==> src/design/rts_map.svh <==
// register map, field limits and counts of the residual timestamp block
// Overview of operation
// - one shared divider derives the network clock from the 19.44 MHz reference pin
// - unstructured transport uses a single 2.430 MHz network rate for all ports
// - structured transport supports two channel-count rates, each from 1 to 32 channels
// - the divider also makes an 8 kHz reference for the port PLLs
// - each transmit generator produces 4-bit residual time stamps for the segmentation engine
// - the 4-bit network counters, their dividers and the 8 kHz reference exist once; the rest is per port
// - segmentation local clock is the line input clock or the backplane bit clock
// - reassembly generator runs on the recovered PLL clock and feeds the receive side
// - transmit FIFO flags underrun and overflow in software-readable status bits
// - unstructured mode divides the local clock by 3008 and samples the counter
// - one FIFO value goes to the segmentation engine per eight-cell sequence
// - structured mode adds N per line clock modulo 32; carry is the bit clock
// - N stays within 24 for DS1, 30 for E1, 32 for the bus format; the config write only clamps N to 32, for every line
// - timestamps are not generated for structured circuits carrying signalling
// - each received entry is a 4-bit nibble plus an error bit
// - an entry with its error bit set is discarded together with the local value
// - each PLL request returns the next stored nibble with a validity indication
// - receive FIFO flags underrun and overflow in two status bits
// - a read marks its slot invalid; reading an invalid slot forces holdover
// - during holdover the PLL ignores its timestamp input
`ifndef RTS_MAP_SVH
`define RTS_MAP_SVH
`define RTS_NPORT 2
`define RTS_NSYNC 6
`define RTS_TX_DEPTH 3'h4
`define RTS_RX_DEPTH 4
`define RTS_UDT_LAST 3'h7
`define RTS_K8_LAST 11'h4be
`define RTS_UDT_BITS_LAST 12'hbbf
`define RTS_SDT_BITS_LAST 12'hbb7
`define RTS_CHANS_MAX 6'h20
`define RTS_A_CTRL 8'h00
`define RTS_A_SDIVA 8'h04
`define RTS_A_SDIVB 8'h08
`define RTS_A_NET 8'h0c
`define RTS_A_PCFG 8'h10
`define RTS_A_PSTAT 8'h20
`define RTS_PCFG_W 13
`define RTS_CLR_W 4
`endif

==> src/design/rts_pkg.sv <==
// types of the residual timestamp block
`include "rts_map.svh"
package rts_pkg;
   typedef struct packed {
      logic psel;
      logic penable;
      logic pwrite;
      logic [7:0] paddr;
      logic [31:0] pwdata;
   } rts_apb_req_t;
   typedef struct packed {
      logic pready;
      logic pslverr;
      logic [31:0] prdata;
   } rts_apb_rsp_t;
   typedef struct packed {
      logic cnt_sel;
      logic hold_force;
      logic cas;
      logic bp_src;
      logic structured_transport;
      logic [1:0] rsv;
      logic [5:0] chans;
   } rts_pcfg_t;
   typedef struct packed {
      logic hold;
      logic rx_ovf;
      logic rx_unr;
      logic tx_ovf;
      logic tx_unr;
   } rts_pstat_t;
   typedef struct packed {
      logic vld;
      logic [3:0] nib;
   } rts_tx_t;
   typedef struct packed {
      logic wr;
      logic err;
      logic [3:0] nib;
   } rts_rxw_t;
   typedef struct packed {
      logic ack;
      logic vld;
      logic hold;
      logic [3:0] loc;
      logic [3:0] nib;
   } rts_pll_t;
   typedef struct packed {
      logic pulse;
      logic [4:0] acc;
      logic [11:0] cnt;
   } rts_gen_st_t;
   typedef struct packed {
      rts_pcfg_t cfg;
      rts_pstat_t st;
      logic [3:0][3:0] txm;
      logic [1:0] txw;
      logic [1:0] txr;
      logic [2:0] txc;
      logic [`RTS_RX_DEPTH-1:0][5:0] rxm;
      logic [1:0] rxw;
      logic [1:0] rxr;
      logic [3:0] loc;
      logic hold;
      rts_tx_t tx;
      rts_pll_t pll;
   } rts_port_st_t;
   typedef struct packed {
      logic [`RTS_NSYNC-1:0] s1;
      logic [`RTS_NSYNC-1:0] s2;
      logic [`RTS_NSYNC-1:0] prv;
      logic ref_direct;
      logic [7:0] sdiv_a;
      logic [7:0] sdiv_b;
      logic [7:0] adiv;
      logic [7:0] bdiv;
      logic [2:0] ndiv;
      logic [10:0] k8;
      logic r8k;
      logic [2:0][3:0] fnx;
      rts_apb_rsp_t rsp;
      rts_port_st_t [`RTS_NPORT-1:0] port;
   } rts_st_t;
endpackage

==> src/design/rts_clk.sv <==
`timescale 1ns/1ps
// residual timestamp generation and recovery with shared network divider
`include "rts_map.svh"
module rts_clk (
   input wire logic pclk,
   input wire logic presetn,
   input wire logic ce,
   input wire rts_pkg::rts_apb_req_t apb_req,
   output rts_pkg::rts_apb_rsp_t apb_rsp,
   input wire logic network_reference_pin,
   input wire logic backplane_bit_clock,
   input wire logic [`RTS_NPORT-1:0] line_input_clock,
   input wire logic [`RTS_NPORT-1:0] recovered_pll_clock,
   input wire logic [`RTS_NPORT-1:0] tx_req,
   input wire rts_pkg::rts_rxw_t [`RTS_NPORT-1:0] rx_wr,
   input wire logic [`RTS_NPORT-1:0] pll_req,
   output logic ref_8k,
   output rts_pkg::rts_tx_t [`RTS_NPORT-1:0] tx_out,
   output rts_pkg::rts_pll_t [`RTS_NPORT-1:0] pll_out
);
   import rts_pkg::*;
   rts_st_t s, next_s;
   logic [`RTS_NSYNC-1:0] edg;
   logic [`RTS_NPORT-1:0] tclk;
   logic [`RTS_NPORT-1:0] txp;
   logic [`RTS_NPORT-1:0] rxp;

   // edges only from the second synchroniser stage
   assign edg = s.s2 & ~s.prv;

   genvar g;
   generate
      for (g = 0; g < `RTS_NPORT; g++) begin : gp
         // segmentation clock from line input or backplane
         assign tclk[g] = s.port[g].cfg.bp_src ? edg[1] : edg[2 + g];
         // transmit generator, held off for signalling circuits
         rts_gen u_txg (
            .pclk(pclk),
            .presetn(presetn),
            .ce(ce),
            .clk_pulse(tclk[g]),
            .en(~s.port[g].cfg.cas),
            .structured_transport(s.port[g].cfg.structured_transport),
            .chans(s.port[g].cfg.chans),
            .rts_pulse(txp[g])
         );
         // reassembly generator on the recovered clock
         rts_gen u_rxg (
            .pclk(pclk),
            .presetn(presetn),
            .ce(ce),
            .clk_pulse(edg[2 + `RTS_NPORT + g]),
            .en(~s.port[g].cfg.cas),
            .structured_transport(s.port[g].cfg.structured_transport),
            .chans(s.port[g].cfg.chans),
            .rts_pulse(rxp[g])
         );
         assign tx_out[g] = s.port[g].tx;
         assign pll_out[g] = s.port[g].pll;
      end
   endgenerate

   always_comb begin
      logic setup;
      logic wacc;
      logic hit;
      logic pushok;
      logic popok;
      logic inval;
      logic holdn;
      logic [3:0] fv;
      logic [5:0] ent;
      logic [7:0] pa;
      logic [7:0] sa;
      logic [`RTS_CLR_W-1:0] clr;
      rts_pstat_t set;
      rts_pcfg_t wc;
      setup = 1'b0;
      wacc = 1'b0;
      hit = 1'b0;
      pushok = 1'b0;
      popok = 1'b0;
      inval = 1'b0;
      holdn = 1'b0;
      fv = 4'h0;
      ent = 6'h0;
      pa = 8'h0;
      sa = 8'h0;
      clr = '0;
      set = '0;
      wc = '0;
      next_s = s;

      // pins pass two flops before any logic looks at them
      next_s.s1 = {recovered_pll_clock, line_input_clock, backplane_bit_clock,
                   network_reference_pin};
      next_s.s2 = s.s1;
      next_s.prv = s.s2;

      // one divider chain and three 4-bit counters for all ports
      if (edg[0]) begin
         next_s.ndiv = s.ndiv + 3'h1;
         if (s.ndiv == `RTS_UDT_LAST) begin
            next_s.fnx[0] = s.fnx[0] + 4'h1;
         end
         // two structured rates, divisor zero counts as 256
         if (s.adiv >= s.sdiv_a - 8'h1) begin
            next_s.adiv = 8'h0;
            next_s.fnx[1] = s.fnx[1] + 4'h1;
         end else begin
            next_s.adiv = s.adiv + 8'h1;
         end
         if (s.bdiv >= s.sdiv_b - 8'h1) begin
            next_s.bdiv = 8'h0;
            next_s.fnx[2] = s.fnx[2] + 4'h1;
         end else begin
            next_s.bdiv = s.bdiv + 8'h1;
         end
         // 8 kHz reference, half period per toggle
         if (s.k8 == `RTS_K8_LAST) begin
            next_s.k8 = 11'h0;
            next_s.r8k = ~s.r8k;
         end else begin
            next_s.k8 = s.k8 + 11'h1;
         end
      end
      // an 8 kHz pin reference passes straight through
      if (s.ref_direct) begin
         next_s.r8k = s.s2[0];
      end

      // bus: answer one cycle after setup, write at that access edge
      setup = apb_req.psel & ~apb_req.penable;
      wacc = apb_req.psel & apb_req.penable & s.rsp.pready & apb_req.pwrite;
      next_s.rsp.pready = setup;
      if (setup) begin
         next_s.rsp.prdata = 32'h0;
         next_s.rsp.pslverr = 1'b0;
         case (apb_req.paddr)
            `RTS_A_CTRL: begin
               next_s.rsp.prdata = {31'h0, s.ref_direct};
            end
            `RTS_A_SDIVA: begin
               next_s.rsp.prdata = {24'h0, s.sdiv_a};
            end
            `RTS_A_SDIVB: begin
               next_s.rsp.prdata = {24'h0, s.sdiv_b};
            end
            `RTS_A_NET: begin
               next_s.rsp.prdata = {20'h0, s.fnx};
            end
            default: begin
               for (int p = 0; p < `RTS_NPORT; p++) begin
                  pa = `RTS_A_PCFG + 8'(4 * p);
                  sa = `RTS_A_PSTAT + 8'(4 * p);
                  if (apb_req.paddr == pa) begin
                     hit = 1'b1;
                     next_s.rsp.prdata = {19'h0, s.port[p].cfg};
                  end
                  if (apb_req.paddr == sa) begin
                     hit = 1'b1;
                     next_s.rsp.prdata = {27'h0, s.port[p].st};
                  end
               end
               next_s.rsp.pslverr = ~hit;
            end
         endcase
      end
      if (wacc) begin
         case (apb_req.paddr)
            `RTS_A_CTRL: next_s.ref_direct = apb_req.pwdata[0];
            `RTS_A_SDIVA: next_s.sdiv_a = apb_req.pwdata[7:0];
            `RTS_A_SDIVB: next_s.sdiv_b = apb_req.pwdata[7:0];
            default: begin
            end
         endcase
      end

      for (int p = 0; p < `RTS_NPORT; p++) begin
         set = '0;
         clr = '0;
         pa = `RTS_A_PCFG + 8'(4 * p);
         sa = `RTS_A_PSTAT + 8'(4 * p);
         if (wacc && apb_req.paddr == pa) begin
            wc = rts_pcfg_t'(apb_req.pwdata[`RTS_PCFG_W-1:0]);
            wc.rsv = 2'h0;
            // channel count never passes a full line
            if (wc.chans > `RTS_CHANS_MAX) begin
               wc.chans = `RTS_CHANS_MAX;
            end
            next_s.port[p].cfg = wc;
         end
         if (wacc && apb_req.paddr == sa) begin
            clr = apb_req.pwdata[`RTS_CLR_W-1:0];
         end

         // unstructured counter or one of the two structured ones
         if (!s.port[p].cfg.structured_transport) begin
            fv = s.fnx[0];
         end else if (s.port[p].cfg.cnt_sel) begin
            fv = s.fnx[2];
         end else begin
            fv = s.fnx[1];
         end

         // one nibble per engine request, once per eight cells
         next_s.port[p].tx.vld = 1'b0;
         popok = tx_req[p] & (s.port[p].txc != 3'h0);
         if (tx_req[p] && !popok) begin
            set.tx_unr = 1'b1;
         end
         if (popok) begin
            next_s.port[p].tx = {1'b1, s.port[p].txm[s.port[p].txr]};
            next_s.port[p].txr = s.port[p].txr + 2'h1;
         end
         // period pulse stores the counter value
         pushok = txp[p] & ((s.port[p].txc != `RTS_TX_DEPTH) | popok);
         // write to a full FIFO without a same-cycle read is an overflow, value dropped
         if (txp[p] && !pushok) begin
            set.tx_ovf = 1'b1;
         end
         if (pushok) begin
            next_s.port[p].txm[s.port[p].txw] = fv;
            next_s.port[p].txw = s.port[p].txw + 2'h1;
         end
         next_s.port[p].txc = s.port[p].txc + {2'h0, pushok} - {2'h0, popok};

         // reassembly local value for the PLL comparison
         if (rxp[p]) begin
            next_s.port[p].loc = fv;
         end

         // every request answers with the next slot
         next_s.port[p].pll.ack = 1'b0;
         holdn = s.port[p].hold;
         if (pll_req[p]) begin
            ent = s.port[p].rxm[s.port[p].rxr];
            // a read slot is invalid from now on
            next_s.port[p].rxm[s.port[p].rxr] = 6'h0;
            next_s.port[p].rxr = s.port[p].rxr + 2'h1;
            inval = ~ent[5];
            // reading an empty slot is an underrun
            set.rx_unr = inval;
            // invalid read forces holdover, good read releases it
            holdn = inval | (s.port[p].hold & ent[4]);
            next_s.port[p].pll.ack = 1'b1;
            // error entry or holdover: both values unusable
            next_s.port[p].pll.vld = ~holdn & ~ent[4] & ~s.port[p].cfg.hold_force;
            next_s.port[p].pll.loc = s.port[p].loc;
            next_s.port[p].pll.nib = ent[3:0];
         end
         // software holdover overrides the timestamp input
         if (s.port[p].cfg.hold_force) begin
            holdn = 1'b1;
         end
         next_s.port[p].hold = holdn;
         next_s.port[p].pll.hold = holdn;

         // five-bit entries from the reassembly engine
         if (rx_wr[p].wr) begin
            // unread slot means overflow, entry dropped
            if (next_s.port[p].rxm[s.port[p].rxw][5]) begin
               set.rx_ovf = 1'b1;
            end else begin
               next_s.port[p].rxm[s.port[p].rxw] = {1'b1, rx_wr[p].err, rx_wr[p].nib};
               next_s.port[p].rxw = s.port[p].rxw + 2'h1;
            end
         end

         // sticky flags, a new event beats a clear
         next_s.port[p].st[`RTS_CLR_W-1:0] = (s.port[p].st[`RTS_CLR_W-1:0] & ~clr)
                                            | set[`RTS_CLR_W-1:0];
         next_s.port[p].st.hold = holdn;
      end
   end

   always_ff @(posedge pclk or negedge presetn) begin
      if (!presetn) begin
         s <= '0;
      end else if (ce) begin
         s <= next_s;
      end
   end

   assign apb_rsp = s.rsp;
   assign ref_8k = s.r8k;
endmodule

==> src/design/rts_gen.sv <==
`timescale 1ns/1ps
// gapping accumulator and payload-bit divider of one timestamp generator
`include "rts_map.svh"
module rts_gen (
   input wire logic pclk,
   input wire logic presetn,
   input wire logic ce,
   input wire logic clk_pulse,
   input wire logic en,
   input wire logic structured_transport,
   input wire logic [5:0] chans,
   output logic rts_pulse
);
   import rts_pkg::*;
   rts_gen_st_t s, next_s;
   logic [5:0] nch;
   logic [5:0] sum;
   logic [11:0] last;
   logic bitp;

   always_comb begin
      next_s = s;
      next_s.pulse = 1'b0;
      // zero channels reads as a full line
      nch = (chans == 6'h0) ? `RTS_CHANS_MAX : chans;
      // modulo-32 accumulator, carry gaps the line clock
      sum = {1'b0, s.acc} + nch;
      bitp = structured_transport ? sum[5] : 1'b1;
      last = structured_transport ? `RTS_SDT_BITS_LAST : `RTS_UDT_BITS_LAST;
      if (!en) begin
         next_s.acc = 5'h0;
         next_s.cnt = 12'h0;
      end else if (clk_pulse) begin
         next_s.acc = sum[4:0];
         if (bitp) begin
            if (s.cnt == last) begin
               next_s.cnt = 12'h0;
               next_s.pulse = 1'b1;
            end else begin
               next_s.cnt = s.cnt + 12'h1;
            end
         end
      end
   end

   always_ff @(posedge pclk or negedge presetn) begin
      if (!presetn) begin
         s <= '0;
      end else if (ce) begin
         s <= next_s;
      end
   end

   assign rts_pulse = s.pulse;
endmodule

==> config.mk <==
export PLATFORM = sky130hd
export DESIGN_NAME = rts_clk
export DESIGN_NICKNAME = d
export VERILOG_FILES = /design/src/design/rts_pkg.sv /design/src/design/rts_clk.sv /design/src/design/rts_gen.sv
export VERILOG_INCLUDE_DIRS = /design/src /design/src/design
export SDC_FILE = /design/constraint.sdc
export NUM_CORES = 1
export LEC_CHECK = 0
export ABC_AREA = 1
export BUFFER_PORTS_ARGS = -buffer_cell sky130_fd_sc_hd__buf_2
export CORE_ASPECT_RATIO = 1.25
export CORE_UTILIZATION = 45
export DETAILED_ROUTE_END_ITERATION = 7
export PLACE_DENSITY = 0.67
export SYNTH_ARGS = -nofsm -noshare
export SYNTH_HDL_FRONTEND = slang
export SYNTH_SLANG_ARGS = --single-unit
==> constraint.sdc <==
create_clock -name pclk -period 3.1 [get_ports pclk]
set_clock_uncertainty 0.05 [all_clocks]
set_input_delay 0.31 -clock pclk [delete_from_list [all_inputs] [get_ports pclk]]
set_output_delay 0.31 -clock pclk [all_outputs]
set_load 0.005 [all_outputs]
# Word level (Yosys, flattened, before mapping)
# Cells that the tools add are included.
# W data, S select, Z words.
# classes
addsub	29
order_cmp	17
eq_ne	15
mux	118
bitwise_logic	43
reduce_logical	67
# op_table
operator	count
$pmux W32 S4	1
$mux W26	4
$mux W12	8
$mux W32	3
$mux W18	4
$mux W17	4
$mux W6	11
$mux W4	15
$add A12 B1 Y12 const B	4
$and A24 B24 Y24	2
$bmux W6 S2	4
$bwmux W24	2
$demux W6 S2	4
$eq A12 B12 Y1	4
$mux W24	2
$not A24 Y24	2
$mux W1	41
$reduce_and A3 Y1	13
$reduce_and A2 Y1	18
$bwmux W16	2
$mux W13	2
$add A5 B6 Y6	4
$lt A2 B3 Y1 const B	8
$reduce_bool A2 Y1	12
other kinds (38)	115
# totals
ff_bits	356
in_bits	68
output_inout_bits	67
elab_cells	380

# Depth between registers and ports, before layout
# Gate-level depths: netlist (run 1).
# depth
word_depth	12
mapped_depth	14
depth_no_buf	14

# By module
# Synthesis (run 1) repeated with hierarchy kept, for this count alone.
# hier_totals
cells_unflattened	2629
area_unflattened_um2	20098.0
# modules_own_cells
mod	n_inst	cells_each	area_per_inst_um2	seq_area_each_um2
rts_clk	1	1809	14421.3	6631.4
rts_gen at gp[0].u_rxg ...	2	204	1392.6	450.4
rts_gen at gp[0].u_txg	1	205	1452.6	450.4
rts_gen at gp[1].u_txg	1	207	1438.9	450.4

# Least setup slack after synthesis (run 1)
# No wires, ideal clock.
# synth_timing
path_type	reg2reg
startpoint	reg s[265] (netlist name)
endpoint	reg s[255] (netlist name)
setup_ns	0.119
arrival_time_ns	2.185
t_required_ns	2.931
setup_slack_ns	0.745
path_stages_with_launch	15
path_buffers	0
period_less_slack_ns	2.355
path_cell_list	dfrtp_1 > inv_1 > ha_1 > nand2_1 > nor3_1 > xor2_1 > inv_1 > ha_1 > nand2_1 > nor2_1 > nand4_1 > o2111ai_1 > nand2_1 > inv_1 > nor2_1
# synth_between
elab_chain_len	3
# synth_rtl
item	line	text
start: declaration	rts_clk.sv:22	rts_st_t s, next_s;
start signal: assignment	rts_clk.sv:281	s <= next_s;
$sub A8 B1 Y8	rts_clk.sv:107	if (s.adiv >= s.sdiv_a - 8'h1) begin
$ge A8 B8 Y1	rts_clk.sv:107	
$mux W8	rts_clk.sv:107	
# No other way between the ends.
# A chain may end at the register's enable or synchronous reset.

# Worst setup path in the final report (run 1)
# Same ends and word-level chain as after synthesis.

==> flow_metrics.tcl, run 1 <==
set metrics [dict create \
    cts_buffers 37 \
    path_clk_slew_ps 60 \
    hpwl_um 35200 \
    ff2ff_setup_slack_ps 430 \
    port_buffers 96 \
    p_leak_nw 10.9 \
    die-area_mm2 0.0440 \
    synth-seq-area-share 0.435 \
    wl_um 48400 \
    grtUsageTotal 0.223 \
    post_cts_buffers 0 \
    gp_congestion 0.927 \
    synth_top_family_by_area "simple AND/OR/NAND/NOR gates" \
    synthAdderAreaFrac 0.0511 \
    core_mm2 0.0423 \
    drtAntennaViolNets 0 \
    syn_area_mm2 0.0194 \
    power_frac_clock 0.359 \
    ys_types 52 \
    synth-xor-area-share 0.0289 \
    ys_warn_count 0 \
    clock-sinks 337 \
    post-route-util 0.511 \
    p_per_area_mw_per_mm2 635 \
    max_freq_mhz 374 \
    worst_path_largest_cell_delay_ps 370 \
    ys_ff_latch 337 \
    initial_core_util 0.459 \
    multi_input_area_mm2 0.00921 \
    syn_inst 2559 \
    grt_overflow 0 \
    drcViolationCount 0 \
    yosys.area_share.simple 0.281 \
    via_count 16500 \
    tightest_slew_ps 1070 \
    cp-start-kind "flop" \
    crit_path_cell_trace "inv_1 -> ha_1 -> nand2_1 -> nor3_1 -> xor2_1 -> inv_1 -> ha_1 -> nand2_1 -> nor2_1 -> nand4_1 -> o2111ai_1 -> nand2_1 -> inv_1 -> nor2_1" \
    wire_per_inst_um 15.1 \
    ir_drop_mv 0.474 \
    comb_power_share 0.226 \
    first_global_vias 15700 \
    placed_area_mm2 0.0201 \
    relSlewSlack 0.280 \
    rsz0062_at_grt "no" \
    slowest_stage "dfrtp_1" \
    cap_violations 0 \
    intPower_mw 9.31 \
    die_h_um 234 \
    drt_pass1_iterations 5 \
    synth-edff-count 0 \
    hold_class "input pin to flop" \
    min_period_ps 2670 \
    viasPerCell 5.15 \
    finalSetupViolCount 0 \
    grt_max_degree 92 \
    synthFlopType "dfrtp_1" \
    synthMuxAreaShare 0.00928 \
    worst-path-max-fanout 8 \
    grt_pass1_wl_um 79600 \
    root_buffer "clkbuf_16" \
    drtIter0Drc 1060 \
    finalSetupTns_ps 0 \
    htreeDepth 2 \
    final_cell_area_mm2 0.0216 \
    hold_violations 0 \
    rows 84 \
    cts-resized-gates 0 \
    clk_latency_ps 530 \
    cts_tree "yes" \
    fin_nets 2758 \
    seqCellArea_mm2 0.00843 \
    status "finished clean" \
    seq_power_share 0.415 \
    ioPinCount 135 \
    syn2layout_area_growth_pct 11.3 \
    p_sw_mw 4.41 \
    final_max_slew_viol_count 0 \
    criticalPathCategory "flop to flop" \
    p_sw_frac 0.321 \
    max-clock-path-buffers 3 \
    antenna_found_initial 4 \
    postSynth.asyncResetShare 1.00 \
    dieWidth_um 188 \
    n_fill_cell 4066 \
    worstPathArrival_ps 3040 \
    period_share 0.862 \
    drive_gt1_frac 0.0951 \
    avgSynthCellArea_um2 7.58 \
    crit_required_ps 3470 \
    end_kind "flop" \
    synth-compound-area-share 0.101 \
]
worst paths after layout:
| kind | from | end | cells past startpoint |
|---|---|---|---|
| max | s[265] | s[255] | 14 |
| max in group asynchronous | presetn | pll_out[7] | 3 |
| max reg2reg | s[265] | s[255] | 14 |
| min reg2reg | s[221] | s[221] | 2 |
| min in group asynchronous | presetn | s[220] | 2 |
| min | apb_req[10] | s[177] | 3 |
cell usage in the layout, fill, tap and decap left out, types with 25 or more instances in the layout:
cell	Yosys	final
buf_2	26	94
nand2_1	770	770
nand3_1	158	158
xor2_1	49	49
nor2_1	251	251
clkbuf_16	0	39
nand4_1	25	25
dfrtp_1	337	337
o21ai_0	200	200
a21oi_1	58	58
inv_1	253	253
nor3_1	43	43
ha_1	76	76
flip-flops by register name, indices dropped and copies added (netlist names):
register and cells:
gp.u_txg.s 34, pll_out 22, tx_out 10, s 205, apb_rsp 15, gp.u_rxg.s 34, gp.u_rxg.rts_pulse 2, ref_8k 1
gp.u_txg.rts_pulse 2, next_s 12
layout make-up:
cell class                 instances  share of cell area
antenna                            3            0.000348
clock buffer                      49              0.0488
clock inverter                    18              0.0140
inverter                         266              0.0463
multi-input combinational       1834               0.427
sequential                       337               0.391
tap                              559              0.0324
timing repair buffer             136              0.0410
cells in the mapped netlist (all sizes together) (2+ instances only):
cell type | number | share of area
nand4 | 25 | 0.0081
nand3 | 167 | 0.047
xnor2 | 15 | 0.0068
a31oi | 10 | 0.0032
dfrtp | 337 | 0.43
clkinv | 3 | 0.00058
nor2 | 259 | 0.052
buf | 102 | 0.036
and2 | 8 | 0.0026
ha | 76 | 0.049
mux2 | 16 | 0.0093
nand2 | 780 | 0.15
o32ai | 4 | 0.0018
o211ai | 21 | 0.0081
xor2 | 49 | 0.022
nor3 | 45 | 0.012
and3 | 2 | 0.00064
a22o | 3 | 0.0014
o31ai | 10 | 0.0039
or2 | 8 | 0.0026
a21o | 2 | 0.00077
clkbuf | 38 | 0.0074
nand3b | 5 | 0.0019
fa | 2 | 0.0021
inv | 263 | 0.051
o22ai | 9 | 0.0029
o21bai | 3 | 0.0012
nor3b | 2 | 0.00077
o2111ai | 3 | 0.0014
a21oi | 59 | 0.015
o21ai | 225 | 0.058
metal layers:
metal / GRT usage / up-vias / share of wire
met4: 0.0790 / 4 / 0.030
met2: 0.388 / 404 / 0.48
li1: - / 8253 / -
met1: 0.283 / 7738 / 0.44
met5: 0 / - / 0.00054
met3: 0.0302 / 91 / 0.047
power by group through the flow:
stage | combinational (mW) | sequential (mW) | clock [mW]
after global placement | 3.00 | 5.73 | 0
after global routing | 3.58 | 5.79 | 5.19
final | 3.10 | 5.69 | 4.93
after CTS | 3.12 | 5.68 | 5.03
after detailed placement | 3.10 | 5.75 | 0
after floorplan | 2.53 | 5.53 | 0
metrics by stage:
| step | power [mW] | hold WS [ps] | cells | setup WS, ps |
|---|---|---|---|---|
| 6_report | 13.7 | 14.9 | 3202 | 427 |
| 3_5_place_dp | 8.84 | 254 | 3120 | 390 |
| 2_1_floorplan | 8.06 | -35.6 | 2577 | 745 |
| 5_1_grt | 14.6 | 20.8 | 3201 | 107 |
| 4_1_cts | 13.8 | 8.81 | 3199 | 385 |
| 3_3_place_gp | 8.72 | 264 | 3120 | 455 |
timing repair:
item | 4_1_cts | 5_1_grt
hold buffers | 12 | 0
hold endpoints to repair | 76 | 0
setup endpoints to repair | 0 | 0
worst max-delay path, delay by kind of cell (launching register included):
| kind | cells | cell delay, ps |
|---|---|---|
| buf+inv | 3 | 340 |
| simple gates | 7 | 950 |
| fa+ha+maj | 2 | 450 |
| flops | 1 | 370 |
| compound gates | 1 | 250 |
| xor+xnor | 1 | 160 |
cell families after synthesis:
family                   Yosys count
adder cells (fa/ha/maj)           78
AND/OR/NAND/NOR                 1302
XOR/XNOR                          64
other                              1
buffers and inverters            406
AO/OA/AOI/OAI                    355
flip-flops                       337
multiplexers                      16
(Power assumes the default switching activity.)
==> run 2, diff against run 1 <==
--- a/config.mk
+++ b/config.mk
@@ -6,12 +6,13 @@
 export SDC_FILE = /design/constraint.sdc
 export NUM_CORES = 1
 export LEC_CHECK = 0
-export ABC_AREA = 1
 export BUFFER_PORTS_ARGS = -buffer_cell sky130_fd_sc_hd__buf_2
 export CORE_ASPECT_RATIO = 1.25
 export CORE_UTILIZATION = 45
 export DETAILED_ROUTE_END_ITERATION = 7
-export PLACE_DENSITY = 0.67
+export HOLD_SLACK_MARGIN = 0.15
+export PLACE_DENSITY = 0.68
+export REMOVE_ABC_BUFFERS = 1
 export SYNTH_ARGS = -nofsm -noshare
 export SYNTH_HDL_FRONTEND = slang
 export SYNTH_SLANG_ARGS = --single-unit
==> run 2 against run 1 <==
Cell area decreased by 6.0%; routed wire length decreased by 12%; final cell count decreased by 29%; critical path type unchanged.
==> flow_metrics.tcl, run 2 <==
set metrics [dict create \
    p_sw_frac 0.299 \
    clock-sinks 337 \
    seqCellArea_mm2 0.00843 \
    finalSetupTns_ps 0 \
    power_mw 12.8 \
    grt_pass1_wl_um 69900 \
    ys_types 82 \
    finalNonFillerCells 2274 \
    grt_max_degree 105 \
    synth-compound-area-share 0.124 \
    drt_pass1_iterations 5 \
    htreeDepth 2 \
    synthAdderAreaFrac 0.0570 \
    synth-xor-area-share 0.0361 \
    fin_nets 1896 \
    port_buffers 96 \
    yosysMostFrequentCell "dfrtp_1" \
    yosys.area_share.simple 0.130 \
    wire_per_inst_um 18.7 \
    synth-edff-count 0 \
    viasPerCell 5.71 \
    crit_path_cell_trace "ha_1 -> maj3_2 -> a2111o_1 -> a21o_1 -> a31o_1 -> or2_1 -> o41ai_2" \
    antenna_found_initial 0 \
    p_leak_nw 9.69 \
    status "finished clean" \
    drive_gt1_frac 0.193 \
    end_kind "flop" \
    worstPathArrival_ps 3110 \
    rsz0062_at_grt "no" \
    place_ws_ps 405 \
    ir_drop_mv 0.679 \
    relSlewSlack 0.424 \
    avgSynthCellArea_um2 10.8 \
    rows 81 \
    fin_hold_ws_ps 188 \
    grt_overflow 0 \
    dieWidth_um 181 \
    drtAntennaViolNets 0 \
    power_frac_clock 0.355 \
    final_max_slew_viol_count 0 \
    p_per_area_mw_per_mm2 630 \
    initial_core_util 0.457 \
    top_regs "s x205, gp.u_rxg.s x34, gp.u_txg.s x34" \
    yosys.area.top_type_share 0.470 \
    max-clock-path-buffers 3 \
    finalSetupViolCount 0 \
    largest_register_ffs 205 \
    multi_input_area_mm2 0.00858 \
    wl_um 42600 \
    regMostFlops "s" \
    clk_latency_ps 550 \
    syn_area_mm2 0.0179 \
    synthMuxAreaShare 0.127 \
    gp_congestion 0.891 \
    p_sw_mw 3.82 \
    ys_ff_latch 337 \
    final_cell_mix "dfrtp_1 (337), nand2_1 (161), mux2_2 (109)" \
    n_fill_cell 3400 \
    worst_path_largest_cell_delay_ps 460 \
    syn2layout_area_growth_pct 13.2 \
    grtUsageTotal 0.215 \
    synthFlopType "dfrtp_1" \
    hpwl_um 30700 \
    drcViolationCount 0 \
    max_freq_mhz 367 \
    die_h_um 225 \
    final_common_cell "dfrtp_1" \
    path_buf_inv 0 \
    root_buffer "clkbuf_16" \
    core_mm2 0.0392 \
    tightest_slew_ps 865 \
    hold_violations 0 \
    worst-path-max-fanout 10 \
    postSynth.asyncResetShare 1.00 \
    ys_top_cells_by_count "dfrtp_1 (337), nand2_1 (161), mux2_2 (109), nor2_1 (93), ha_1 (76)" \
    hold_class "input pin to flop" \
    seq_power_share 0.451 \
    syn_inst 1664 \
    die-area_mm2 0.0407 \
    post_cts_buffers 0 \
    period_share 0.879 \
    crit_required_ps 3480 \
    synth-seq-area-share 0.470 \
    cts_buffers 36 \
    min_period_ps 2730 \
    criticalPathCategory "flop to flop" \
    comb_power_share 0.194 \
    intPower_mw 8.97 \
    cp-start-kind "flop" \
    synth_top_family_by_area "simple AND/OR/NAND/NOR gates" \
    via_count 13000 \
    cts-resized-gates 0 \
    cpLargestDelayFamily "compound AO/OA/AOI/OAI gates" \
    ioPinCount 135 \
    ys_warn_count 0 \
    yosys-top-cells-area "dfrtp_1 (47%), mux2_2 (6.8%), ha_1 (5.3%), nand2_1 (3.4%), mux2i_1 (2.8%)" \
    yosys.area.top_type "dfrtp_1" \
    place_inst 2171 \
    cap_violations 0 \
    layout_setup_ws_ps 374 \
    path_clk_slew_ps 60 \
    drtIter0Drc 890 \
    slowest_stage "dfrtp_1" \
    cts_tree "yes" \
    first_global_vias 13300 \
]
-- run 2: changes by cell type after synthesis, sizes merged, moves of 51 or more --
cell	before	now
nand2	780	161
inv	263	52
nor2	259	93
o21ai	225	76
nand3	167	57
mux2	16	117
mux2i	0	51
-- run 2: logic make-up (layout without fill, tap and decap cells) --
group	Yosys count	count (layout)
xor+xnor	74	74
flops	337	337
fa+ha+maj	81	81
other cells	1	20
simple gates	473	473
compound gates	314	314
buf+inv	196	289
mux	188	188
-- run 2: cell type report --
class                   count  area share
diodes                      1    0.000123
clock buffers              47      0.0503
clock inverters            16      0.0112
inverters                  53     0.00980
multi-input cells        1149       0.423
flip-flops and latches    337       0.415
well taps                 498      0.0307
repair buffers            173      0.0599
-- run 2: final timing paths --
path	startpoint	slack, ps	cells after the start	to
max in group asynchronous	presetn	1770	3	gp[0].u_rxg.s[13]
min in group asynchronous	presetn	360	2	s[250]
worst max register to register	s[167]	370	7	gp[1].u_rxg.s[6]
worst max-delay path	s[167]	370	7	gp[1].u_rxg.s[6]
worst min register to register	s[238]	430	1	s[238]
worst min-delay path	ce	190	2	gp[0].u_rxg.rts_pulse
-- run 2: metrics by stage --
step | area, µm² | util
2_1_floorplan | 17200 | -
3_3_place_gp | 18700 | 0.476
3_5_place_dp | 18700 | 0.476
4_1_cts | 20300 | 0.518
5_1_grt | 20300 | 0.518
6_report | 20300 | 0.518
-- run 2: power groups by stage --
stage / registers, mW / clock network, mW / logic (mW)
2_1_floorplan: 5.64 / 0 / 1.70
3_3_place_gp: 5.80 / 0 / 2.34
3_5_place_dp: 5.84 / 0 / 2.44
4_1_cts: 5.76 / 4.64 / 2.51
5_1_grt: 5.88 / 4.81 / 2.81
6_report: 5.77 / 4.55 / 2.48
-- run 2: routing by layer --
metal / GRT usage / vias to the layer above / wire length, µm
met5: 0 / - / 0
met4: 0.0951 / 0 / 1700
met3: 0.0365 / 75 / 2140
met2: 0.364 / 326 / 20500
met1: 0.270 / 6526 / 18200
li1: - / 6066 / -
-- run 2: what timing repair did --
action / in CTS / in global routing
setup endpoints to repair: 0 / 0
hold buffers: 39 / 0
hold endpoints to repair: 192 / 0
==> run 3, diff against run 2 <==
--- a/config.mk
+++ b/config.mk
@@ -10,6 +10,7 @@
 export CORE_ASPECT_RATIO = 1.25
 export CORE_UTILIZATION = 45
 export DETAILED_ROUTE_END_ITERATION = 7
+export GPL_TIMING_DRIVEN = 0
 export HOLD_SLACK_MARGIN = 0.15
 export PLACE_DENSITY = 0.68
 export REMOVE_ABC_BUFFERS = 1
==> run 3 against run 2 <==
Via count decreased by 0.91%; final cell count is 1.7% lower; largest cell class unchanged; die area unchanged; core utilization decreased by 0.79 points; non-clock buffer count is 38 lower; sequential share of layout area is 0.65 points higher; cell area decreased by 1.5%.
==> flow_metrics.tcl, run 3 (same netlist as run 2, synthesis figures left out) <==
set metrics [dict create \
    status "finished clean" \
    finalSetupTns_ps 0 \
    initial_core_util 0.457 \
    grt_pass1_wl_um 69500 \
    max_freq_mhz 327 \
    cts_buffers 36 \
    period_share 0.985 \
    final_cell_mix "dfrtp_1 (337), nand2_1 (161), mux2_2 (109)" \
    path_buf_inv 0 \
    worstHoldPathCells 4 \
    min_period_ps 3050 \
    drtIter0Drc 746 \
    worstPathArrival_ps 3400 \
    largest_register_ffs 205 \
    drive_gt1_frac 0.176 \
    antenna_found_initial 0 \
    end_kind "flop" \
    viasPerCell 5.76 \
    top_regs "s x205, gp.u_rxg.s x34, gp.u_txg.s x34" \
    p_leak_nw 9.51 \
    tightest_slew_ps 1240 \
    ff2ff_setup_slack_ps 50 \
    worst_path_largest_cell_delay_ps 950 \
    place_inst 2136 \
    cts_tree "yes" \
    grt_overflow 0 \
    clock-sinks 337 \
    grtUsageTotal 0.213 \
    cp-start-kind "flop" \
    worstRegToRegCells 6 \
    hold_class "input pin to flop" \
    ir_drop_mv 0.548 \
    cap_violations 0 \
    drt_pass1_iterations 5 \
    path_clk_slew_ps 60 \
    n_antenna_cell 0 \
    critPathCapture "gp[0].u_txg.s[7]" \
    rr_endpoint "gp[0].u_txg.s[7]" \
    slowest_stage "mux2i_1" \
    drtAntennaViolNets 0 \
    port_buffers 96 \
    hold_violations 0 \
    syn2layout_area_growth_pct 11.4 \
    finalNonFillerCells 2235 \
    root_buffer "clkbuf_16" \
    place_ws_ps -147 \
    p_per_area_mw_per_mm2 635 \
    die-area_mm2 0.0407 \
    ioPinCount 135 \
    max-clock-path-buffers 3 \
    cpLargestDelayFamily "multiplexers" \
    wire_per_inst_um 18.9 \
    hpwl_um 29500 \
    grt_max_degree 125 \
    post-route-util 0.510 \
    drcViolationCount 0 \
    crit_path_start "s[80]" \
    rsz0062_at_grt "yes" \
    htreeDepth 2 \
    criticalPathCategory "flop to flop" \
    wl_um 42200 \
    clk_latency_ps 530 \
    fin_nets 1858 \
    die_h_um 225 \
    dieWidth_um 181 \
    via_count 12900 \
    r2r_start "s[80]" \
    regMostFlops "s" \
    cp.depth 6 \
    worst-path-max-fanout 14 \
    worst_path_most_repeated_cell "or3_1" \
    first_global_vias 13100 \
    crit_required_ps 3440 \
    final_max_slew_viol_count 0 \
    relSlewSlack 0.167 \
    finalSetupViolCount 0 \
    gp_congestion 0.874 \
    crit_path_cell_trace "ha_1 -> or3_1 -> o211ai_1 -> mux2i_1 -> or3_1 -> o41ai_1" \
    final_common_cell "dfrtp_1" \
    rows 81 \
    core_mm2 0.0392 \
    layout_setup_ws_ps 45.7 \
]
run 3: cell count changes in the layout (fill, tap and decap cells not counted), sizes merged, moves of 2 or more:
cell | before | now
buf | 134 | 99
clkbuf | 47 | 50
clkinvlp | 5 | 2
dlygate4sd3 | 39 | 36
inv | 54 | 52
run 3: where the power goes:
part	total [mW]	leakage (nW)	internal [mW]	switching, mW
Combinational	2.40	4.45	1.18	1.23
Clock	4.51	0.602	2.75	1.76
Sequential	5.79	4.45	5.06	0.735
Total	12.7	9.51	8.98	3.72
run 3: repair_timing:
| item | in CTS | in global routing |
|---|---|---|
| hold endpoints to repair | 185 | 0 |
| pin swaps | 0 | 0 |
| resized for setup | 1 | 0 |
| buffers inserted | 0 | 0 |
| setup endpoints to repair | 11 | 21 |
| hold buffers | 36 | 0 |
run 3: how the worst min path moves through the flow:
stage	start	to	slack (ps)
after floorplan	presetn	apb_rsp[0]	-40
after global placement	pll_out[9]	pll_out[9]	410
after detailed placement	presetn	gp[1].u_rxg.s[9]	350
after CTS	apb_req[36]	s[273]	220
after global routing	apb_req[32]	s[273]	240
final	pll_req[1]	pll_out[19]	240
run 3: cell type report:
type,count,area [µm²]
clock buffers,50,1030
clock inverters,13,195
fillers,3423,19200
inverters,53,199
multi-input cells,1149,8590
flip-flops and latches,337,8430
well taps,498,623
repair buffers,135,916
run 3: through the flow:
step	total power, mW	area [µm²]	hold WS [ps]
finish	12.7	20000	241
global route	13.4	20000	241
CTS	12.8	20000	218
detailed placement	8.25	18400	349
global placement	8.09	18300	409
floorplan	7.34	17200	-35.6
run 3: layer usage:
metal | global-route usage | routed length (µm) | vias up | share of wire
li1 | - | - | 6001 | -
met1 | 0.266 | 18000 | 6509 | 0.43
met2 | 0.369 | 20800 | 276 | 0.49
met3 | 0.0338 | 1890 | 89 | 0.045
met4 | 0.0874 | 1520 | 0 | 0.036
met5 | 0 | 0 | - | 0
run 3: worst register-to-register path, stage by stage (launching register included):
cell	delay (ps)
dfrtp_1	460
ha_1	350
or3_1	310
o211ai_1	150
mux2i_1	950
or3_1	500
o41ai_1	150
